## config.mk

```make
export PLATFORM = sky130hd
export DESIGN_NAME = utxc_top
export DESIGN_NICKNAME = d
export VERILOG_FILES = /design/src/rtl/utxc_pkg.sv /design/src/rtl/utxc_top.sv /design/src/rtl/utxc_fifo.sv
export SDC_FILE = /design/constraint.sdc
export NUM_CORES = 1
export LEC_CHECK = 0
export BUFFER_PORTS_ARGS = -buffer_cell sky130_fd_sc_hd__buf_4
export CAP_MARGIN = 15
export CELL_PAD_IN_SITES_DETAIL_PLACEMENT = 0
export CELL_PAD_IN_SITES_GLOBAL_PLACEMENT = 2
export CORE_MARGIN = 2
export CORE_UTILIZATION = 42
export DETAILED_ROUTE_END_ITERATION = 8
export GPL_ROUTABILITY_DRIVEN = 1
export PLACE_DENSITY_LB_ADDON = 0.1
export RECOVER_POWER = 50
export SYNTH_ARGS = -nofsm -noshare
export SYNTH_HDL_FRONTEND = slang
export SYNTH_HIERARCHICAL = 1
export SYNTH_SLANG_ARGS = --single-unit
```

## constraint.sdc

```tcl
create_clock -name I_CLK -period 4.8 [get_ports I_CLK]
set_input_delay 0.96 -clock I_CLK [delete_from_list [all_inputs] [get_ports I_CLK]]
set_output_delay 0.96 -clock I_CLK [all_outputs]
set_load 0.05 [all_outputs]
```

## src/rtl/utxc_pkg.sv

```systemverilog
// Notes on behaviour
// - Select 01 raises transmit interrupt only after last stop bit leaves shifter.
// - Shift-register-empty flag stays low while shifter still holds bits.
// - Byte written while empty flag high starts transmitting immediately.
// - High-speed bit 3 picks four sub-periods per bit, else sixteen.
package utxc_pkg;
    // Mode register layout
    localparam int MODE_W = 8;
    localparam int HS_BIT = 3;
    localparam logic [MODE_W-1:0] MODE_RST = 8'h00;
    // Interrupt select encodings
    localparam logic [1:0] TXI_CHAR = 2'h0;
    localparam logic [1:0] TXI_LAST = 2'h1;
    localparam logic [1:0] TXI_EMPTY = 2'h2;
    // Sub-periods per bit
    localparam logic [3:0] SUB_HS_LAST = 4'h3;
    localparam logic [3:0] SUB_LS_LAST = 4'hf;
    // Baud divisor width, data width, fifo depth
    localparam int DIV_W = 16;
    localparam int DATA_W = 8;
    localparam int FIFO_DEPTH = 8;
    localparam int NBITS = 10;

    typedef struct packed {
        logic [1:0] tx_interrupt_select;
        logic [MODE_W-1:0] serial_mode_register;
        logic [DIV_W-1:0] baud_div;
    } utxc_cfg_t;

    typedef enum logic [1:0] {
        UTXC_IDLE = 2'b00,
        UTXC_LOAD = 2'b01,
        UTXC_SHIFT = 2'b11
    } utxc_state_t;
endpackage

```

## src/rtl/utxc_top.sv

```systemverilog
`timescale 1ns/1ps
`default_nettype none
module utxc_top
    import utxc_pkg::*;
(
    // Clock, reset, enable
    input wire logic I_CLK,
    input wire logic I_RSTN,
    input wire logic I_CE,
    // Configuration
    input wire utxc_cfg_t I_CFG,
    // Transmit buffer write
    input wire logic I_TX_WR,
    input wire logic [DATA_W-1:0] I_TX_DATA,
    output logic O_TX_READY,
    // Status and interrupt
    output logic O_SHIFT_REG_EMPTY_FLAG,
    output logic O_TX_IRQ,
    // Serial line
    output logic O_TXD
);
    logic f_ready, f_valid, f_pop;
    logic [DATA_W-1:0] f_data;

    utxc_fifo #(.WIDTH(DATA_W), .DEPTH(FIFO_DEPTH)) u_fifo (
        .clk(I_CLK),
        .rst_n(I_RSTN),
        .ce(I_CE),
        .in_valid(I_TX_WR),
        .in_ready(f_ready),
        .in_data(I_TX_DATA),
        .out_valid(f_valid),
        .out_ready(f_pop),
        .out_data(f_data)
    );

    // Last sub-period index for the selected oversampling
    function automatic logic [3:0] sub_last(input logic [MODE_W-1:0] mode);
        return mode[HS_BIT] ? SUB_HS_LAST : SUB_LS_LAST;
    endfunction

    utxc_state_t st_q, st_d;
    logic [NBITS-1:0] sh_q, sh_d;
    logic [3:0] bit_q, bit_d;
    logic [3:0] sub_q, sub_d;
    logic [DIV_W-1:0] div_q, div_d;
    logic txd_q, txd_d, empty_q, empty_d, irq_q, irq_d, rdy_q, rdy_d;
    logic tick, sub_end, last_bit;

    // Frame sequencing
    always_comb begin
        st_d = st_q;
        sh_d = sh_q;
        bit_d = bit_q;
        sub_d = sub_q;
        div_d = div_q;
        txd_d = txd_q;
        empty_d = empty_q;
        irq_d = 1'b0;
        f_pop = 1'b0;
        tick = (div_q == '0);
        sub_end = tick && (sub_q == sub_last(I_CFG.serial_mode_register));
        last_bit = (bit_q == 4'(NBITS - 1));
        rdy_d = f_ready;
        unique case (st_q)
            UTXC_IDLE: begin
                txd_d = 1'b1;
                if (f_valid) begin
                    f_pop = 1'b1;
                    sh_d = {1'b1, f_data, 1'b0};
                    st_d = UTXC_LOAD;
                    empty_d = 1'b0;
                end
            end
            UTXC_LOAD: begin
                // Start bit goes out on next edge
                txd_d = sh_q[0];
                bit_d = '0;
                sub_d = '0;
                div_d = I_CFG.baud_div;
                st_d = UTXC_SHIFT;
                if (I_CFG.tx_interrupt_select == TXI_CHAR) begin
                    irq_d = 1'b1;
                end
            end
            UTXC_SHIFT: begin
                div_d = tick ? I_CFG.baud_div : DIV_W'(div_q - 1'b1);
                if (tick) begin
                    sub_d = 4'(sub_q + 1'b1);
                end
                if (sub_end) begin
                    sub_d = '0;
                    if (last_bit) begin
                        if (f_valid) begin
                            // Back to back, stop fully elapsed
                            f_pop = 1'b1;
                            sh_d = {1'b1, f_data, 1'b0};
                            st_d = UTXC_LOAD;
                            txd_d = 1'b0;
                            if (I_CFG.tx_interrupt_select == TXI_EMPTY) begin
                                irq_d = 1'b1;
                            end
                        end else begin
                            // empty only once stop has left
                            empty_d = 1'b1;
                            st_d = UTXC_IDLE;
                            txd_d = 1'b1;
                            if (I_CFG.tx_interrupt_select == TXI_LAST ||
                                I_CFG.tx_interrupt_select == TXI_EMPTY) begin
                                irq_d = 1'b1;
                            end
                        end
                    end else begin
                        bit_d = 4'(bit_q + 1'b1);
                        sh_d = {1'b1, sh_q[NBITS-1:1]};
                        txd_d = sh_q[1];
                    end
                end
            end
            default: st_d = UTXC_IDLE;
        endcase
    end

    always_ff @(posedge I_CLK or negedge I_RSTN) begin
        if (!I_RSTN) begin
            st_q <= UTXC_IDLE;
            sh_q <= '1;
            bit_q <= '0;
            sub_q <= '0;
            div_q <= '0;
            txd_q <= 1'b1;
            empty_q <= 1'b1;
            irq_q <= 1'b0;
            rdy_q <= 1'b0;
        end else if (I_CE) begin
            st_q <= st_d;
            sh_q <= sh_d;
            bit_q <= bit_d;
            sub_q <= sub_d;
            div_q <= div_d;
            txd_q <= txd_d;
            empty_q <= empty_d;
            irq_q <= irq_d;
            rdy_q <= rdy_d;
        end
    end

    assign O_TXD = txd_q;
    assign O_SHIFT_REG_EMPTY_FLAG = empty_q;
    assign O_TX_IRQ = irq_q;
    assign O_TX_READY = rdy_q;
endmodule
`default_nettype wire

```

## src/rtl/utxc_fifo.sv

```systemverilog
`timescale 1ns/1ps
`default_nettype none
module utxc_fifo #(
    parameter int WIDTH = 8,
    parameter int DEPTH = 8
) (
    input wire logic clk,
    input wire logic rst_n,
    input wire logic ce,
    input wire logic in_valid,
    output logic in_ready,
    input wire logic [WIDTH-1:0] in_data,
    output logic out_valid,
    input wire logic out_ready,
    output logic [WIDTH-1:0] out_data
);
    localparam int AW = $clog2(DEPTH);
    logic [WIDTH-1:0] mem [DEPTH];
    logic [AW-1:0] wp_q, wp_d, rp_q, rp_d;
    logic [AW:0] cnt_q, cnt_d;
    logic push, pop;

    // Pointer and occupancy update
    always_comb begin
        push = in_valid && in_ready;
        pop = out_valid && out_ready;
        wp_d = push ? AW'(wp_q + 1'b1) : wp_q;
        rp_d = pop ? AW'(rp_q + 1'b1) : rp_q;
        cnt_d = cnt_q;
        if (push && !pop) begin
            cnt_d = cnt_q + 1'b1;
        end else if (pop && !push) begin
            cnt_d = cnt_q - 1'b1;
        end
    end

    always_ff @(posedge clk or negedge rst_n) begin
        if (!rst_n) begin
            wp_q <= '0;
            rp_q <= '0;
            cnt_q <= '0;
        end else if (ce) begin
            wp_q <= wp_d;
            rp_q <= rp_d;
            cnt_q <= cnt_d;
        end
    end

    // Storage has no reset; only valid words are read
    always_ff @(posedge clk) begin
        if (ce && push) begin
            mem[wp_q] <= in_data;
        end
    end

    assign in_ready = (cnt_q != (AW+1)'(DEPTH));
    assign out_valid = (cnt_q != '0);
    assign out_data = mem[rp_q];
endmodule
`default_nettype wire

```

# == Word-level counts from Yosys, hierarchy flattened ==
# Memories as Yosys holds them, arrays and structs flattened.
# Index checks and enable logic that the tools add are counted.
# totals
ff_bits,50
mem_bits_rw,64
mem_count,1
# memory_table
memory,words,word_bits,rd,rd_clocked_by_memory_dff,wr,line_no,rtl
u_fifo.mem,8,8,1,0,1,utxc_fifo.sv:18,logic [WIDTH-1:0] mem [DEPTH];
# op_classes
n_addsub,7
eq_ne,13
muxes,42
reduce_logical,27
# op_table
cell,n
case mux 16 bit (2 select lines),1
2-to-1 mux 10 bit,3
2-to-1 mux 4 bit,7
case mux 10 bit (2 select lines),1
2-to-1 mux 1 bit,19
zero test 16 bit,1
2-to-1 mux 16 bit,1
case mux 4 bit (2 select lines),2
subtractor 16 x 1 -> 16 bit (second input constant),1
adder 4 x 1 -> 4 bit (second input constant),3
AND reduction 3 bit,3
!= test 2 bit (second input constant),4
AND reduction 2 bit,4
AND reduction 4 bit,2
adder 3 x 1 -> 3 bit (second input constant),2
logical AND 1 bit,6
2-to-1 mux 2 bit,3
case mux 1 bit (2 select lines),3
case mux 2 bit (3 select lines),1
AND reduction 6 bit,1
nonzero test 2 bit,3
equality test 2 x 1 -> 1 bit (second input constant),2
equality test 2 bit (second input constant),2
equality test 4 bit,1
other kinds (11),13

# == Longest topological paths before layout ==
# logic_depth
word_depth,10
depth_mapped,14
depth_no_buf,14

# == Modules after synthesis ==
# Netlist, hierarchy kept.
# by_module_without_submodules
mod,instances,cells_each,area_each_um2,seq_area_each_um2
utxc_fifo,1,158,3151.8,2172.1
utxc_top,1,287,2531.2,1016.0

# == Worst setup path before layout ==
# No wires, ideal clock.
# synth_timing
path_type,input-to-reg
start,input port I_CFG[19] in the netlist's numbering
end,register u_fifo.cnt_q[3]
arrival_time_ps,3492
slack_ps,1177
stages,12
n_path_buf,0
path_cell_list,and3b_1 > o21ai_0 > or3_1 > o21ai_0 > and3b_1 > nand2_1 > ha_1 > inv_1 > ha_1 > or4b_1 > o221ai_1 > o211ai_1
# synth_via
elab_chain_len,10
# synth_lines
element,line_no,rtl
"start, declared",utxc_top.sv:11,"input wire utxc_cfg_t I_CFG,"
2-to-1 mux 4 bit *,utxc_top.sv:39,return mode[HS_BIT] ? SUB_HS_LAST : SUB_LS_LAST;
equality test 4 bit *,utxc_top.sv:62,sub_end = tick && (sub_q == sub_last(I_CFG.serial_mode_register));
logical AND 1 bit *,utxc_top.sv:62,
2-to-1 mux 1 bit *,utxc_top.sv:91,if (sub_end) begin
case mux 1 bit (2 select lines) *,utxc_top.sv:65,unique case (st_q)
named net f_pop,utxc_top.sv:22,"logic f_ready, f_valid, f_pop;"
logical AND 1 bit *,utxc_fifo.sv:26,pop = out_valid && out_ready;
zero test 1 bit,utxc_fifo.sv:30,if (push && !pop) begin
logical AND 1 bit,utxc_fifo.sv:30,
nonzero test 2 bit (no line),-,
AND reduction 2 bit (no line),-,
"end signal, assigned",utxc_fifo.sv:45,cnt_q <= cnt_d;
"end, declared",utxc_fifo.sv:20,"logic [AW:0] cnt_q, cnt_d;"
# Mark *: on every way through the listed nets, which the timed path passes. The rest lies on a longest branch.
# A chain may end at the register's enable or synchronous reset.

# == Worst setup path in the final report ==
# layout_timing
start,register div_q[4]
end,register u_fifo.cnt_q[3]
# layout_via
elab_chain_len,9
# layout_lines
element,line_no,rtl
"start, declared",utxc_top.sv:46,"logic [DIV_W-1:0] div_q, div_d;"
"start signal, assigned",utxc_top.sv:140,div_q <= div_d;
zero test 16 bit *,utxc_top.sv:61,tick = (div_q == '0);
logical AND 1 bit *,utxc_top.sv:62,
2-to-1 mux 1 bit *,utxc_top.sv:91,
case mux 1 bit (2 select lines) *,utxc_top.sv:65,
named net f_pop,utxc_top.sv:22,
logical AND 1 bit *,utxc_fifo.sv:26,
zero test 1 bit,utxc_fifo.sv:30,
logical AND 1 bit,utxc_fifo.sv:30,
nonzero test 2 bit (no line),-,
AND reduction 2 bit (no line),-,
# Marks and branches as above.

==> results.md <==
| Group | Quantity | This run |
| --- | --- | --- |
| grt | Total global-route track usage | 17.6% |
| place | Worst-case setup slack after placement | 0.735 ns |
| grt | Initial antenna violation count | 0 |
| grt | Vias in the first global route | 3636 |
| setup path | Arr. time, crit path | 4.37 ns |
| synthesis | Synth Flop Type | edfxtp_1 |
| setup path | Cell chain of the critical path | nor4_2 > nand4_2 > or3_1 > o21ai_0 > and3b_1 > nand2_1 > ha_1 > inv_1 > ha_1 > or4b_1 > o221ai_1 > o211ai_1 |
| synthesis | Share of synthesized area occupied by flip-flops and latches | 56.1% |
| grt | Largest net degree at the start of global routing | 51 |
| synthesis | Syn_nets | 499 |
| finish | Share of layout cells above drive strength 1 | 21.7% |
| sta | Number of slew-limit violations in the final report | 51 |
| drt | Final routed wire length divided by cell count | 17.6 um |
| setup path | Highest-delay cell along the critical path | nor4_2 |
| finish | Final cell utilization of the core | 50.1% |
| synthesis | Cell area after technology mapping | 5680 um2 |
| sta | Post-Route Skew | 0.00998 ns |
| synthesis | Dominant cell type by area after synthesis | edfxtp_1 |
| drt | Met1 Wirelength | 5470 um |
| synthesis | Async set-or-reset flop fraction in the synthesized netlist | 43.9% |
| job | Max-cap viol count | 1 |
| place | Buffers added on ports | 34 |
| setup path | Critical Path Source Type | register |
| sta | Final hold slack | 0.512 ns |
| drt | Initial detailed-routing violation count | 189 |
| power and ir drop | LEAKAGE | 0.00247 uW |
| sta | Final worst path period share | 85.0% |
| cts | Register clock-pin slew on the reported worst setup and hold paths | 0.05 ns |
| finish | Reg area | 3190 um2 |
| floorplanning | Standard-cell rows | 42 |
| synthesis | Post-Syn Area per Cell | 12.8 um2 |
| power and ir drop | Peak supply drop | 0.000352 V |
| setup path | Crit-path most repeated cell | ha_1 |
| finish | Final Instance Count excl. Fillers | 670 |
| cts | Latest clock arrival within the worst-skew pair | 0.41 ns |
| synthesis | Count of flip-flops with a built-in enable after synthesis | 64 |
| sta | Minimum clock period | 4.08 ns |
| setup path | CP top delay family | simple AND/OR/NAND/NOR gates |
| setup path | Critical path required time | 5.08 ns |
| cts | Resize count post-CTS | 0 |
| cts | Post-CTS repair timing setup buffer count | 0 |
| grt | Global-route wire length before repair | 19300 um |
| drt | Length of routed met3 wiring | 359 um |
| setup path | Largest stage delay on the critical path | 0.55 ns |
| cts | Inserted Clock Buffers | 17 |
| drt | Via count of the routed design | 3761 |
| grt | Aggregate global routing overflow | 0 |
| floorplanning | Die outline area | 14500 um2 |
| place | Final Wtd Congestion | 0.714 |
| floorplanning | X dimension of the die | 120 um |
| drt | Met2 wire length | 5900 um |
| sta | Total Neg Setup Slack | 0 ns |
| synthesis | Synth Warn # | 6 |
| finish | Final layout net count | 535 |
| worst hold path | Worst hold path class | reg -> reg |
| power and ir drop | Power per standard cell area | 594 nW/um2 |
| setup path | Highest net fanout along the worst path | 11 |
| finish | Synth-to-layout area growth | 16.7% |
| drt | Highest routed layer | met4 |
| finish | Number of diodes added for antenna fixing | 0 |
| sta | Count of final setup violators | 0 |
| finish | Multi-input logic area | 2320 um2 |
| sta | Final setup margin | 0.718 ns |
| synthesis | Synth cell types | 68 |
| sta | Final hold violation count | 0 |
| setup path | Critical setup path kind | reg -> reg |
| drt | Number of nets still failing antenna checks after routing | 0 |
| sta | Relative slew slack | -90.6% |
| floorplanning | Starting utilization of the core area | 42.9% |
| place | Placed instance count | 638 |
| synthesis | Main area contributors after synthesis | edfxtp_1 (34%), dfrtp_1 (17%), mux4_1 (7.4%) |
| cts | Quantity of hold-fixing buffers added after cts | 0 |
| drt | Length of the first detailed-routing pass in iterations | 4 |
| sta | Transition time of the tightest slew-check pin | 2.86 ns |
| drt | # DRC | 0 |
| sta | Setup repair after global routing missed its margin | false |
| synthesis | Post-synthesis instance total | 445 |
| drt | Total wirelength of the detailed-routed design | 11800 um |
| cts | TritonCTS clock tree | yes |
| cts | Clock tree root driver cell | clkbuf_16 |
| outcome | Result of the run | finished with violations |
| finish | Number of fillers in the final layout | 1200 |
| cts | Maximum count of clock buffers along a single path | 2 |
| cts | Clock sink count | 114 |
| floorplanning | Top-level port count | 42 |
| setup path | Buffers & Inverters on Critical Path | 1 |
| sta | FMAX | 245 MHz |
| setup path | Sort of element at the end of the critical path | register |
| place | Detailed placer's ending HPWL | 7500 um |
| synthesis | Yosys top cell area share | 33.8% |
| floorplanning | Floorplan Core Area | 13200 um2 |
| synthesis | Number of storage elements in the synthesis netlist | 114 |
| cts | # H-tree levels | 4 |
| drt | Drt via density | 5.61 |
| floorplanning | Die Span Y | 120 um |
| outcome | Violations in the final reports | max-capacitance violations, max-slew violations |
flip-flops by register name (all words and copies together) (netlist names):
signal and cells:
O_SHIFT_REG_EMPTY_FLAG 1, O_TXD 1, O_TX_IRQ 1, O_TX_READY 1
bit_q 4, div_q 16, sh_q 10, st_q 2
sub_q 4, u_fifo/cnt_q 4, u_fifo/mem 64, u_fifo/rp_q 3
u_fifo/wp_q 3
metal layers:
layer	up-vias	track usage, %
li1	1807	-
met1	1880	23.0
met2	66	28.2
met3	8	5.05
met4	0	6.03
met5	-	0
report_power, final:
group / internal, uW / switching, uW / total (uW) / leakage (uW)
logic: 557 / 601 / 1160 / 0.00105
clock network: 762 / 448 / 1210 / 0.000265
registers: 1290 / 286 / 1570 / 0.00116
total: 2610 / 1340 / 3940 / 0.00247
cell usage in the layout (no fill, tap or decap), types with 8 or more instances in the layout:
cell type	synthesis	routed
a21oi_1	40	40
buf_4	0	32
clkbuf_1	15	11
clkbuf_16	0	17
dfrtp_1	38	38
dfstp_2	12	12
edfxtp_1	64	64
ha_1	15	15
inv_1	15	15
mux2_2	14	14
mux2i_1	10	10
mux4_1	16	16
nand2_1	24	24
nand3_1	16	17
nand4_1	8	8
nor2_1	24	24
nor3_1	13	10
o21ai_0	24	24
layout make-up:
class	count	area share (%)
clock buffer	19	6.53
timing repair buffer	41	4.13
sequential	114	48.1
tap	176	3.32
inverter	15	0.849
clock inverter	13	2.09
multi-input combinational	292	35.0
cells by family after synthesis:
family,share of synthesized area (%)
XOR/XNOR,0.925
flip-flops,56.1
AND/OR/NAND/NOR,12.9
adder cells (fa/ha/maj),3.65
multiplexers,12.1
buffers and inverters,3.24
AO/OA/AOI/OAI,11.1
final timing paths:
path,to,startpoint,slack [ns],cells past startpoint
min reg2reg,O_TX_READY$_DFFE_PN0P_,O_TX_READY$_DFFE_PN0P_,0.51,1
min in group asynchronous,sub_q[2]$_DFFE_PN0P_,I_RSTN,1.47,1
max reg2reg,u_fifo/cnt_q[3]$_DFFE_PN0P_,div_q[4]$_DFFE_PN0P_,0.72,12
max in group asynchronous,div_q[2]$_DFFE_PN0P_,I_RSTN,1.71,1
max,u_fifo/cnt_q[3]$_DFFE_PN0P_,div_q[4]$_DFFE_PN0P_,0.72,12
min,O_TX_READY$_DFFE_PN0P_,O_TX_READY$_DFFE_PN0P_,0.51,1
metrics by stage:
| step | cell area (um2) | total power, uW |
|---|---|---|
| 3_5_place_dp | 6110 | 2760 |
| 3_3_place_gp | 6110 | 2740 |
| 6_report | 6630 | 3940 |
| 4_1_cts | 6680 | 3990 |
| 2_1_floorplan | 5680 | 2460 |
| 5_1_grt | 6630 | 4210 |
synth_stat cells (all sizes together) (2+ instances only):
library cell and n:
nor2 24, nand3 17, a21oi 40, nor3 14, o21ai 25, nand4 9
and3 3, xnor2 6, dfrtp 38, and2 4, a31oi 6, mux4 16
and3b 2, or3 2, edfxtp 64, mux2 15, nor3b 3, nor2b 2
nand3b 2, nand2 24, or4 3, o2bb2ai 2, mux2i 10, inv 15
o21a 2, ha 15, o22a 2, buf 9, o211ai 4, o21bai 2
clkbuf 15, o22ai 3, dfstp 12, nand2b 3, nand4b 4, a22oi 2
or4b 3, nor4 6
Note: power is estimated with default switching activity, not from simulation.
